$ cat config.mk
export PLATFORM = sky130hd
export DESIGN_NAME = eic_top
export DESIGN_NICKNAME = d
export VERILOG_FILES = /design/src/rtl/eic_pkg.sv /design/src/rtl/eic_channel.sv /design/src/rtl/eic_top.sv
export VERILOG_INCLUDE_DIRS = /design/src /design/src/rtl
export SDC_FILE = /design/constraint.sdc
export NUM_CORES = 1
export LEC_CHECK = 0
export BUFFER_PORTS_ARGS = -buffer_cell sky130_fd_sc_hd__buf_2
export CAP_MARGIN = 20
export CORE_MARGIN = 2
export CORE_UTILIZATION = 30
export DETAILED_ROUTE_END_ITERATION = 8
export GPL_TIMING_DRIVEN = 0
export PLACE_DENSITY = 0.6
export REMOVE_ABC_BUFFERS = 1
export SLEW_MARGIN = 20
export SYNTH_ARGS = -nofsm -noshare
export SYNTH_HDL_FRONTEND = slang
export SYNTH_SLANG_ARGS = --single-unit
$ cat constraint.sdc
create_clock -name ref_clk_in -period 2.2 [get_ports ref_clk_in]
set_input_delay 0.44 -clock ref_clk_in [delete_from_list [all_inputs] [get_ports ref_clk_in]]
set_output_delay 0.44 -clock ref_clk_in [all_outputs]
set_load 0.01 [all_outputs]
$ cat src/rtl/eic_cfg.svh
`ifndef EIC_CFG_SVH
`define EIC_CFG_SVH

// ------------------------------------------------------------
// Special function register addresses
// ------------------------------------------------------------
`define EIC_ADDR_PRIO_TWO     8'hf7
`define EIC_ADDR_PIN_CONFIG   8'he4
`define EIC_ADDR_TIMER_CTRL   8'h88

// ------------------------------------------------------------
// Reset values
// ------------------------------------------------------------
`define EIC_RST_PRIO_TWO      4'h0
`define EIC_RST_PIN_CONFIG    8'h01
`define EIC_RST_TRIGGER       2'h0
`define EIC_RST_BYTE          8'h00

// ------------------------------------------------------------
// Priority register fields
// ------------------------------------------------------------
`define EIC_PRIO_SPI_BIT      3
`define EIC_PRIO_RTC_BIT      2
`define EIC_PRIO_MATCH_BIT    1
`define EIC_PRIO_WARN_BIT     0
`define EIC_PRIO_W            4

// ------------------------------------------------------------
// Pin configuration fields
// ------------------------------------------------------------
`define EIC_CFG_ONE_POL_BIT   7
`define EIC_CFG_ONE_SEL_HI    6
`define EIC_CFG_ONE_SEL_LO    4
`define EIC_CFG_ZERO_POL_BIT  3
`define EIC_CFG_ZERO_SEL_HI   2
`define EIC_CFG_ZERO_SEL_LO   0

// ------------------------------------------------------------
// Timer control fields owned here
// ------------------------------------------------------------
`define EIC_TC_ZERO_TRIG_BIT  0
`define EIC_TC_ZERO_PEND_BIT  1
`define EIC_TC_ONE_TRIG_BIT   2
`define EIC_TC_ONE_PEND_BIT   3

`endif

$ cat src/rtl/eic_pkg.sv
package eic_pkg;

    typedef enum logic {
        EIC_LEVEL = 1'b0,
        EIC_EDGE  = 1'b1
    } eic_trig_e;

    typedef struct packed {
        logic       active_q;
        logic       pending;
    } eic_chan_s;

    typedef struct packed {
        logic [3:0] prio;
        logic [7:0] pin_cfg;
        logic [1:0] trig;
        logic [7:0] rdata;
    } eic_top_s;

endpackage

$ cat src/rtl/eic_channel.sv
`timescale 1ns/1ns
`include "eic_cfg.svh"

module eic_channel #(
    parameter int PIN_COUNT = 8,
    parameter int SEL_W     = 3
) (
    // Clock and reset
    input  wire logic                 ref_clk_in,
    input  wire logic                 rst_n_in,
    // Configuration
    input  wire logic [SEL_W-1:0]     pin_select_in,
    input  wire logic                 polarity_in,
    input  wire eic_pkg::eic_trig_e   trigger_type_in,
    // Port pins and CPU events
    input  wire logic [PIN_COUNT-1:0] port_pins_in,
    input  wire logic                 vector_ack_in,
    input  wire logic                 flag_wr_in,
    input  wire logic                 flag_wdata_in,
    // Pending flag
    output logic                      pending_out
);
    import eic_pkg::*;

    if ((1 << SEL_W) != PIN_COUNT) begin : g_check
        $error("PIN_COUNT must equal 2**SEL_W");
    end

    eic_chan_s st;
    eic_chan_s next_st;
    logic      active;

    // ------------------------------------------------------------
    // Pin sensing
    // ------------------------------------------------------------
    // Read-only tap on the port: the crossbar owner keeps the pin [RL7] [RL14]
    assign active = ~(port_pins_in[pin_select_in] ^ polarity_in); // [RL6]

    always_comb begin
        next_st = st;
        next_st.active_q = active;
        if (trigger_type_in == EIC_LEVEL) begin
            next_st.pending = active; // [RL10] [RL6]
        end else begin
            // Clear first so a same-cycle edge wins
            if (vector_ack_in) begin
                next_st.pending = 1'b0; // [RL9]
            end
            if (flag_wr_in) begin
                next_st.pending = flag_wdata_in;
            end
            if (active && !st.active_q) begin
                next_st.pending = 1'b1; // [RL13]
            end
        end
    end

    always_ff @(posedge ref_clk_in or negedge rst_n_in) begin
        if (!rst_n_in) begin
            st <= '0;
        end else begin
            st <= next_st;
        end
    end

    assign pending_out = st.pending;

endmodule

$ cat src/rtl/eic_top.sv
`timescale 1ns/1ns
`include "eic_cfg.svh"

// Notes on behaviour
// RL1: Priority register bits 7:4 read zero; writes there are ignored.
// RL2: Priority bit 3 sets second serial port interrupt high priority.
// RL3: Priority bit 2 sets oscillator-fail interrupt high priority.
// RL4: Priority bit 1 sets port match interrupt high priority.
// RL5: Priority bit 0 sets supply warning interrupt high priority.
// RL6: Trigger bit 1 means edge, 0 level; polarity 1 high, 0 low.
// RL7: Inputs watch port pins without disturbing crossbar peripherals.
// RL8: Pending flags sit at timer control bits 1 and 3.
// RL9: Edge mode pending clears when the CPU vectors to the routine.
// RL10: Level mode pending follows the pin's active level.
// RL11: Level source holds its input active until recognised.
// RL12: Level source releases input before the routine ends.
// RL13: Edge mode sets pending on each inactive-to-active transition.
// RL14: Pin-select fields 6:4 and 2:0 pick port 0 pin n.
module eic_top #(
    parameter int PIN_COUNT = 8,
    parameter int SEL_W     = 3
) (
    // Clock and reset
    input  wire logic                 ref_clk_in,
    input  wire logic                 rst_n_in,
    // Special function register access
    input  wire logic [7:0]           sfr_addr_in,
    input  wire logic                 sfr_wr_in,
    input  wire logic [7:0]           sfr_wdata_in,
    input  wire logic                 sfr_rd_in,
    output logic [7:0]                sfr_rdata_out,
    // Port 0 pins, sensed only
    input  wire logic [PIN_COUNT-1:0] port_pins_in,
    // CPU vectoring to each external routine
    input  wire logic                 ext_irq_zero_vector_in,
    input  wire logic                 ext_irq_one_vector_in,
    // Interrupt requests
    output logic                      ext_irq_zero_pending_out,
    output logic                      ext_irq_one_pending_out,
    // Priority levels for the interrupt arbiter
    output logic                      second_serial_port_priority_out,
    output logic                      rtc_osc_fail_priority_out,
    output logic                      port_match_priority_out,
    output logic                      supply_warning_priority_out
);
    import eic_pkg::*;

    if (SEL_W != `EIC_CFG_ZERO_SEL_HI - `EIC_CFG_ZERO_SEL_LO + 1) begin : g_chk
        $error("SEL_W must match the pin-select field width");
    end

    eic_top_s   st;
    eic_top_s   next_st;
    logic       wr_prio;
    logic       wr_cfg;
    logic       wr_tc;
    logic       ext_irq_zero_pending;
    logic       ext_irq_one_pending;
    logic [7:0] read_mux;

    // ------------------------------------------------------------
    // Address decode
    // ------------------------------------------------------------
    assign wr_prio = sfr_wr_in && (sfr_addr_in == `EIC_ADDR_PRIO_TWO);
    assign wr_cfg  = sfr_wr_in && (sfr_addr_in == `EIC_ADDR_PIN_CONFIG);
    assign wr_tc   = sfr_wr_in && (sfr_addr_in == `EIC_ADDR_TIMER_CTRL);

    // ------------------------------------------------------------
    // Read multiplexer
    // ------------------------------------------------------------
    // Timer bits of the shared register belong elsewhere and read zero here
    always_comb begin
        read_mux = `EIC_RST_BYTE;
        case (sfr_addr_in)
            `EIC_ADDR_PRIO_TWO: begin
                read_mux[`EIC_PRIO_W-1:0] = st.prio; // [RL1]
            end
            `EIC_ADDR_PIN_CONFIG: begin
                read_mux = st.pin_cfg;
            end
            `EIC_ADDR_TIMER_CTRL: begin
                read_mux[`EIC_TC_ZERO_TRIG_BIT] = st.trig[0];
                read_mux[`EIC_TC_ZERO_PEND_BIT] = ext_irq_zero_pending; // [RL8]
                read_mux[`EIC_TC_ONE_TRIG_BIT]  = st.trig[1];
                read_mux[`EIC_TC_ONE_PEND_BIT]  = ext_irq_one_pending; // [RL8]
            end
            default: begin
                read_mux = `EIC_RST_BYTE;
            end
        endcase
    end

    // ------------------------------------------------------------
    // Register state
    // ------------------------------------------------------------
    always_comb begin
        next_st = st;
        if (wr_prio) begin
            // Upper nibble is dropped on write
            next_st.prio = sfr_wdata_in[`EIC_PRIO_W-1:0]; // [RL1]
        end
        if (wr_cfg) begin
            next_st.pin_cfg = sfr_wdata_in;
        end
        if (wr_tc) begin
            next_st.trig[0] = sfr_wdata_in[`EIC_TC_ZERO_TRIG_BIT]; // [RL6]
            next_st.trig[1] = sfr_wdata_in[`EIC_TC_ONE_TRIG_BIT]; // [RL6]
        end
        if (sfr_rd_in) begin
            next_st.rdata = read_mux;
        end
    end

    always_ff @(posedge ref_clk_in or negedge rst_n_in) begin
        if (!rst_n_in) begin
            st.prio    <= `EIC_RST_PRIO_TWO;
            st.pin_cfg <= `EIC_RST_PIN_CONFIG;
            st.trig    <= `EIC_RST_TRIGGER;
            st.rdata   <= `EIC_RST_BYTE;
        end else begin
            st <= next_st;
        end
    end

    // ------------------------------------------------------------
    // External interrupt channels
    // ------------------------------------------------------------
    // Level mode relies on the source holding its level [RL11] [RL12]
    eic_channel #(
        .PIN_COUNT (PIN_COUNT),
        .SEL_W     (SEL_W)
    ) u_zero (
        .ref_clk_in      (ref_clk_in),
        .rst_n_in        (rst_n_in),
        .pin_select_in   (st.pin_cfg[`EIC_CFG_ZERO_SEL_HI:
                                     `EIC_CFG_ZERO_SEL_LO]), // [RL14]
        .polarity_in     (st.pin_cfg[`EIC_CFG_ZERO_POL_BIT]),
        .trigger_type_in (eic_trig_e'(st.trig[0])),
        .port_pins_in    (port_pins_in),
        .vector_ack_in   (ext_irq_zero_vector_in),
        .flag_wr_in      (wr_tc),
        .flag_wdata_in   (sfr_wdata_in[`EIC_TC_ZERO_PEND_BIT]),
        .pending_out     (ext_irq_zero_pending)
    );

    eic_channel #(
        .PIN_COUNT (PIN_COUNT),
        .SEL_W     (SEL_W)
    ) u_one (
        .ref_clk_in      (ref_clk_in),
        .rst_n_in        (rst_n_in),
        .pin_select_in   (st.pin_cfg[`EIC_CFG_ONE_SEL_HI:
                                     `EIC_CFG_ONE_SEL_LO]), // [RL14]
        .polarity_in     (st.pin_cfg[`EIC_CFG_ONE_POL_BIT]),
        .trigger_type_in (eic_trig_e'(st.trig[1])),
        .port_pins_in    (port_pins_in),
        .vector_ack_in   (ext_irq_one_vector_in),
        .flag_wr_in      (wr_tc),
        .flag_wdata_in   (sfr_wdata_in[`EIC_TC_ONE_PEND_BIT]),
        .pending_out     (ext_irq_one_pending)
    );

    // ------------------------------------------------------------
    // Outputs
    // ------------------------------------------------------------
    assign sfr_rdata_out            = st.rdata;
    assign ext_irq_zero_pending_out = ext_irq_zero_pending;
    assign ext_irq_one_pending_out  = ext_irq_one_pending;
    assign second_serial_port_priority_out =
        st.prio[`EIC_PRIO_SPI_BIT]; // [RL2]
    assign rtc_osc_fail_priority_out =
        st.prio[`EIC_PRIO_RTC_BIT]; // [RL3]
    assign port_match_priority_out =
        st.prio[`EIC_PRIO_MATCH_BIT]; // [RL4]
    assign supply_warning_priority_out =
        st.prio[`EIC_PRIO_WARN_BIT]; // [RL5]

endmodule

==> results of run 1 <==
## state kept, by name, summed over array words and instances (netlist names)
name,flops
second_serial_port_priority_out,1
supply_warning_priority_out,1
rtc_osc_fail_priority_out,1
u_one.pending_out,1
sfr_rdata_out,8
st,10
u_zero.st,1
u_one.st,1
port_match_priority_out,1
u_zero.pending_out,1
## layout by cell type (no fill, tap or decap)
master	instances
nand3_1	6
nand2_1	2
a221oi_1	1
dfrtp_1	25
a211oi_1	1
bufinv_16	1
nor3b_2	1
buf_2	43
dfstp_2	1
nor4_1	1
nor3_4	1
nor2_1	1
inv_1	9
mux2_2	15
and2_1	2
nor2b_1	3
o21ai_0	6
o22ai_1	4
a22o_2	2
or3_4	1
a22oi_1	2
and3_2	2
xor2_1	2
clkbuf_8	3
nand4_1	2
mux2i_1	2
mux4_2	4
nor3_1	2
a222oi_1	1
a22o_1	2
## final cells by class
class	instances	area [um2]	share of cell area, %
Sequential cell	26	651.9	40.14
Clock buffer	3	41.29	2.542
Tap cell	52	65.06	4.006
Inverter	9	33.78	2.080
Timing Repair Buffer	43	215.2	13.25
Multi-Input combinational cell	66	586.8	36.13
Clock inverter	1	30.03	1.849
## cells by family (layout without fill, tap and decap cells)
| family | Yosys count | in the layout |
|---|---|---|
| buffers and inverters | 19 | 56 |
| AND/OR/NAND/NOR | 24 | 24 |
| multiplexers | 21 | 21 |
| flip-flops | 26 | 26 |
| XOR/XNOR | 2 | 2 |
| AO/OA/AOI/OAI | 19 | 19 |
## path summary, 6_finish.rpt
path / startpoint / depth (start not counted) / end / slack (ns)
hold reg to reg: st[17] / 1 / u_one.st[1] / 0.52
setup reg to reg: st[10] / 4 / u_zero.pending_out / 0.51
min in group ref_clk_in: sfr_wdata_in[6] / 2 / st[16] / 0.41
max in group asynchronous: rst_n_in / 1 / st[15] / 1.66
setup / recovery: sfr_addr_in[4] / 5 / st[11] / 0.29
hold / removal: rst_n_in / 1 / supply_warning_priority_out / 0.16
## per-stage QoR
stage / instances / hold WS (ns)
after floorplan: 101 / 0.1444
after global placement: 196 / 0.4572
after CTS: 200 / 0.1802
after detailed placement: 196 / 0.4763
after global routing: 200 / 0.2080
final: 200 / 0.1595
## critical path: cells and delay by family
family / cells / cell delay (ns)
simple gates: 3 / 1.12
mux: 1 / 0.38
buf+inv: 1 / 0.12
## layer usage
| layer | vias to the layer above | routed length, um |
|---|---|---|
| met5 | - | 0 |
| met4 | 0 | 28 |
| met3 | 2 | 144 |
| met2 | 38 | 1462 |
| met1 | 496 | 1352 |
| li1 | 477 | - |
## power by group
group / switching, mW / internal (mW) / leakage, nW / total, mW
Combinational: 0.0582 / 0.0664 / 0.394 / 0.125
Sequential: 0.0231 / 0.505 / 0.348 / 0.528
Clock: 0.147 / 0.243 / 0.0357 / 0.390
==> impl_metrics.toml, run 1 <==
[grt]
use_met1_pct = 17.35
track_usage_pct = 12.72
antenna_found_initial = 0
gr-max-usage-layer = "met2"
grt_pass1_wl_mm = 5.071
grt_pass1_vias = 1043
overflow = 0
grt_max_degree = 27
use_met2_pct = 20.98
met3_usage_pct = 1.567

[clock_network]
root_buffer = "clkbuf_8"
htreeDepth = 1
cts_resized = 0
cts_tree = "yes"
cts_buffer_depth = 2
cts.sinks = 26
post-cts-setup-buffers = 0
clock_latency_ns = 0.26
cts_made_buffers = 3
ctsHoldBuffers = 0
cts.reportedPaths.clkPinSlew_ns = 0.09

[routing]
drc_errors = 0
post_drt_via_cell_ratio = 5.065
vias = 1013
ant_nets = 0
routed_wl_mm = 2.988
drt-initial-drc-count = 49
firstDrtPassIters = 4
wl_per_cell_um = 14.94

[yosys]
seq_area_frac_synth_pct = 48.38
synth-seq-cells = 26
synth_cells = 111
ys_top_cells_by_area = "dfrtp_1, mux2_2, mux4_2"
ys.flop_type = "dfrtp_1"
ys_types = 30
yosysTopAreaCell = "dfrtp_1"
synth_edf_count = 0
avgSynthCellArea_um2 = 12.14
synth_compound_area_share_pct = 9.935
synth-adder-area-share_pct = 0
yosysMostFrequentCell = "dfrtp_1"
yosys_warnings = 0
synth_common_cells = "dfrtp_1, mux2_2, inv_1, buf_4"
synth-xor-area-share_pct = 1.300
synth_top_family_by_area = "multiplexers"
yosysTopAreaCellShare_pct = 46.43
synthMuxAreaShare_pct = 20.71
synth-simple-area-share_pct = 11.61
synthArstFlopShare_pct = 100.0
syn_area_um2 = 1348

[finish]
final_area_um2 = 1624
diodes = 0
area_delta_synth_final_pct = 20.52
fin_util_pct = 37.30
fin_nets = 179
nFillCells = 427
drive_gt1_share_pct = 50.00

[sta]
finalSetupViolCount = 0
setup_tns_ns = 0
min_period_ns = 1.912
finalHoldViolCount = 0
finalMaxSlewViolations = 0
rsz0062_at_grt = "no"
max_freq_ghz = 0.5231
slew-limit-headroom_pct = 61.45
worst_slack_ns = 0.2881
worst_pin_slew_ns = 0.5783
min_period_over_period_pct = 86.90
skew_ns = 0.001343

[worst_setup_path]
crit_slowest_cell = "and2_1"
worstPathCellList = "buf_2 > or3_4 > nor3_4 > and2_1 > mux2_2"
cp.arrival_ns = 2.07
required_ns = 2.36
critPathKind = "primary input to register"
cp_max_fo = 8
critPathLaunchType = "primary input"
cp-end-kind = "register"
max_stage_delay_ns = 0.43

[floorplan]
start_util_pct = 30.95
die_w_um = 71.02
io-pin-count = 44
fp-row-count = 24
coreArea_um2 = 4354
die_height_um = 71.02
dieArea_um2 = 5044

[power_and_ir_drop]
irDropWorstVdd_v = 0.0002460
power_density_nw_per_um2 = 641.7
power_mw = 1.042
power.leakage_nw = 0.7784

[min_path]
hold_path.class = "primary input to async pin"

[place]
finalWeightedCongestion = 0.8517
place_area_um2 = 1553
post-dp-hpwl_mm = 2.400
portBuffers = 43
place_ws_ns = 0.005039

[outcome]
status = "finished clean"

[run]
maxCapViolations = 0
Note: power is estimated with default switching activity, not from simulation.
==> run 2: changes to the inputs <==
--- a/config.mk
+++ b/config.mk
@@ -12,7 +12,7 @@
 export CORE_UTILIZATION = 30
 export DETAILED_ROUTE_END_ITERATION = 8
 export GPL_TIMING_DRIVEN = 0
-export PLACE_DENSITY = 0.6
+export PLACE_DENSITY = 0.58
 export REMOVE_ABC_BUFFERS = 1
 export SLEW_MARGIN = 20
 export SYNTH_ARGS = -nofsm -noshare
==> impl_metrics.toml, run 2 (synthesis results as in run 1) <==
[routing]
ant_nets = 0
routed_wl_mm = 3.018
firstDrtPassIters = 4
wl_per_cell_um = 15.09
drc_errors = 0
drt-initial-drc-count = 49
post_drt_via_cell_ratio = 4.955
vias = 991

[grt]
track_usage_pct = 12.20
grt_pass1_wl_mm = 4.795
antenna_found_initial = 0
grt_pass1_vias = 992
overflow = 0
grt_max_degree = 27

[worst_setup_path]
worstPathCellList = "buf_2 > or3_4 > nor3_4 > and2_1 > mux2_2"
critPathTopFamily = "simple AND/OR/NAND/NOR gates"
r2r_slack_ns = 0.53
crit_slowest_cell = "and2_1"
critPathKind = "primary input to register"
max_stage_delay_ns = 0.42
cp.arrival_ns = 2.06
required_ns = 2.35
cp_max_fo = 8
critPathLaunchType = "primary input"
cp-end-kind = "register"
critPathBufInv = 1

[floorplan]
io-pin-count = 44
die_height_um = 71.02
start_util_pct = 30.95
coreArea_um2 = 4354
fp-row-count = 24
die_w_um = 71.02
dieArea_um2 = 5044

[clock_network]
cts_buffer_depth = 2
htreeDepth = 1
cts_resized = 0
root_buffer = "clkbuf_8"
cts_tree = "yes"
clock_latency_ns = 0.27
cts_made_buffers = 3
cts.reportedPaths.clkPinSlew_ns = 0.09
post-cts-setup-buffers = 0
ctsHoldBuffers = 0
cts.sinks = 26

[sta]
worst_pin_slew_ns = 0.5661
rsz0062_at_grt = "no"
finalSetupViolCount = 0
setup_tns_ns = 0
min_period_ns = 1.905
finalHoldViolCount = 0
slew-limit-headroom_pct = 62.26
hold_slack_ns = 0.1579
max_freq_ghz = 0.5250
finalMaxSlewViolations = 0
skew_ns = 0.008829
min_period_over_period_pct = 86.57

[finish]
largest_reg_flops = 10
area_delta_synth_final_pct = 18.57
nFillCells = 423
diodes = 0
mostFrequentLayoutCells = "buf_2, dfrtp_1, mux2_2"
final_common_cell = "buf_2"
fin_nets = 179
top_register = "st"
drive_gt1_share_pct = 49.32
final_area_um2 = 1598

[min_path]
hold_path.class = "primary input to async pin"

[power_and_ir_drop]
power_density_nw_per_um2 = 578.3
power.leakage_nw = 0.7654
irDropWorstVdd_v = 0.0002707
power_mw = 0.9240

[place]
place_area_um2 = 1553
post-dp-hpwl_mm = 2.393
finalWeightedCongestion = 0.8589
portBuffers = 43

[outcome]
status = "finished clean"

[run]
maxCapViolations = 0
[run 2: cell types whose count changed in the layout (fill, tap and decap cells not counted)]
cell       change
bufinv_16      -1
clkbuf_1       +1
[run 2: worst register-to-register path, cell delays in order, from the launching register on]
cell and delay [ns]:
dfstp_2 0.58, mux4_2 0.49, mux2i_1 0.18, xor2_1 0.11, a22o_1 0.21
[run 2: final cells by class]
type                    instances  area [um2]  area share [%]
clock buffers                   4       45.04           2.819
inverters                       9       33.78           2.114
multi-input cells              66       586.8           36.73
flip-flops and latches         26       651.9           40.80
well taps                      52       65.06           4.072
repair buffers                 43       215.2           13.47
[run 2: where the power goes]
part	internal (mW)	leakage, nW	switching [mW]
combinational	0.0665	0.394	0.0596
sequential	0.505	0.348	0.0220
clock	0.129	0.0228	0.142
total	0.701	0.765	0.223
[run 2: worst paths after layout]
| path | end | cells past startpoint | startpoint |
|---|---|---|---|
| min in group ref_clk_in | st[17] | 2 | sfr_wdata_in[7] |
| max in group asynchronous | st[15] | 1 | rst_n_in |
| hold reg to reg | sfr_rdata_out[5] | 2 | sfr_rdata_out[5] |
| setup reg to reg | u_zero.pending_out | 4 | st[10] |
| hold / removal | st[9] | 1 | rst_n_in |
| setup / recovery | st[14] | 5 | sfr_addr_in[4] |
[run 2: per-layer routing]
metal | vias to the layer above | wire length, um | track usage, %
met5 | - | 0 | 0
met4 | 0 | 27 | 3.564
met3 | 2 | 163 | 3.419
met2 | 34 | 1524 | 20.87
met1 | 479 | 1302 | 15.05
li1 | 476 | - | -
[run 2: stage by stage]
| step | std cells | setup slack [ns] | util (%) |
|---|---|---|---|
| after floorplan | 101 | 0.3799 | - |
| after global placement | 196 | 0.03851 | 35.66 |
| after detailed placement | 196 | 0.01142 | 35.66 |
| after CTS | 200 | 0.2904 | 36.70 |
| after global routing | 200 | 0.2481 | 36.70 |
| final | 200 | 0.2954 | 36.70 |
==> run 3: changes to the inputs <==
--- a/config.mk
+++ b/config.mk
@@ -9,10 +9,9 @@
 export BUFFER_PORTS_ARGS = -buffer_cell sky130_fd_sc_hd__buf_2
 export CAP_MARGIN = 20
 export CORE_MARGIN = 2
-export CORE_UTILIZATION = 30
+export CORE_UTILIZATION = 49
 export DETAILED_ROUTE_END_ITERATION = 8
-export GPL_TIMING_DRIVEN = 0
-export PLACE_DENSITY = 0.58
+export PLACE_DENSITY = 0.84
 export REMOVE_ABC_BUFFERS = 1
 export SLEW_MARGIN = 20
 export SYNTH_ARGS = -nofsm -noshare
==> impl_metrics.toml, run 3 (synthesis results as in run 1) <==
[worst_setup_path]
critPathTopFamily = "multiplexers"
cp_max_fo = 3
cp.arrival_ns = 2.02
critPathBufInv = 0
critPathLaunchType = "register"
max_stage_delay_ns = 0.59
crit_slowest_cell = "dfstp_2"
r2r_end = "u_zero.pending_out"
reg2reg_depth = 4
critPathKind = "register to register"
startpoint = "st[10]"
required_ns = 2.46
r2r_slack_ns = 0.44
worstPathCellList = "mux4_2 > mux2i_1 > xor2_1 > a22o_1"
cp-end-kind = "register"
crit-reg2reg-launch = "st[10]"

[finish]
diodes = 0
top_register = "st"
fin_nets = 181
largest_reg_flops = 10
final_common_cell = "buf_2"
final_area_um2 = 1568
mostFrequentLayoutCells = "buf_2, dfrtp_1, mux2_2"
drive_gt1_share_pct = 50.00
fin_util_pct = 58.36
nFillCells = 227
area_delta_synth_final_pct = 16.34

[grt]
grt_max_degree = 27
antenna_found_initial = 0
use_met1_pct = 24.04
met3_usage_pct = 3.917
use_met2_pct = 32.06
grt_pass1_wl_mm = 4.705
gr-max-usage-layer = "met2"
overflow = 0
track_usage_pct = 18.88
grt_pass1_vias = 1017

[power_and_ir_drop]
power_mw = 0.8573
power_density_nw_per_um2 = 546.9
irDropWorstVdd_v = 0.0003605
power.leakage_nw = 0.7684

[place]
place_area_um2 = 1541
portBuffers = 43
post-dp-hpwl_mm = 2.252
place_ws_ns = 0.2145
finalWeightedCongestion = 0.7887

[sta]
min_period_ns = 1.761
worst_slack_ns = 0.4395
min_period_over_period_pct = 80.02
skew_ns = 0.008229
worst_pin_slew_ns = 0.5544
slew-limit-headroom_pct = 63.04
rsz0062_at_grt = "no"
finalMaxSlewViolations = 0
setup_tns_ns = 0
finalSetupViolCount = 0
finalHoldViolCount = 0
max_freq_ghz = 0.5680

[floorplan]
die_height_um = 56.44
die_w_um = 56.44
start_util_pct = 50.16
coreArea_um2 = 2686
dieArea_um2 = 3185
fp-row-count = 19
io-pin-count = 44

[routing]
routed_wl_mm = 2.804
ant_nets = 0
firstDrtPassIters = 4
post_drt_via_cell_ratio = 5.796
wl_per_cell_um = 15.49
vias = 1049
drc_errors = 0
drt-initial-drc-count = 36

[run]
maxCapViolations = 0

[clock_network]
ctsHoldBuffers = 0
cts_buffer_depth = 2
root_buffer = "clkbuf_4"
htreeDepth = 1
cts_resized = 0
cts_made_buffers = 3
cts.sinks = 26
post-cts-setup-buffers = 0
cts.reportedPaths.clkPinSlew_ns = 0.13
clock_latency_ns = 0.32
cts_tree = "yes"

[outcome]
status = "finished clean"

[min_path]
hold_path.class = "primary input to async pin"
[run 3: cell types whose count changed in the layout (fill, tap and decap cells not counted)]
| cell | delta |
|---|---|
| clkbuf_4 | +3 |
| clkbuf_8 | -3 |
| buf_4 | +2 |
[run 3: stage by stage]
stage / hold WS [ns] / std cells
after floorplan: 0.1444 / 101
final: 0.08663 / 181
after CTS: 0.1038 / 181
after detailed placement: 0.4628 / 177
after global placement: 0.4526 / 177
after global routing: 0.1112 / 181
[run 3: layout make-up]
class | count | area [um2] | area share [%]
flip-flops and latches | 26 | 651.9 | 41.58
clock buffers | 4 | 26.28 | 1.676
multi-input cells | 66 | 586.8 | 37.43
inverters | 9 | 33.78 | 2.155
well taps | 31 | 38.79 | 2.474
repair buffers | 45 | 230.2 | 14.68
[run 3: worst max-delay path by stage]
stage	to	slack, ns	cells after the start
after floorplan	st[11]	0.38	4
after global placement	st[16]	0.29	5
after detailed placement	st[15]	0.21	5
after CTS	u_zero.pending_out	0.44	4
after global routing	u_zero.pending_out	0.41	4
final	u_zero.pending_out	0.44	4
[run 3: metal layers]
metal | share of wire (%) | up-vias
li1 | - | 481
met1 | 41 | 506
met2 | 51 | 53
met3 | 6.1 | 9
met4 | 1.7 | 0
met5 | 0 | -
[run 3: where the power goes]
| group | internal [mW] | total (mW) | switching [mW] |
|---|---|---|---|
| clock network | 0.0709 | 0.203 | 0.132 |
| logic | 0.0675 | 0.128 | 0.0604 |
| registers | 0.505 | 0.527 | 0.0219 |
[run 3: worst reg2reg max path: stages, from the launching register on]
cell and delay [ns]:
dfstp_2 0.59, mux4_2 0.51, mux2i_1 0.19, xor2_1 0.25
a22o_1 0.17
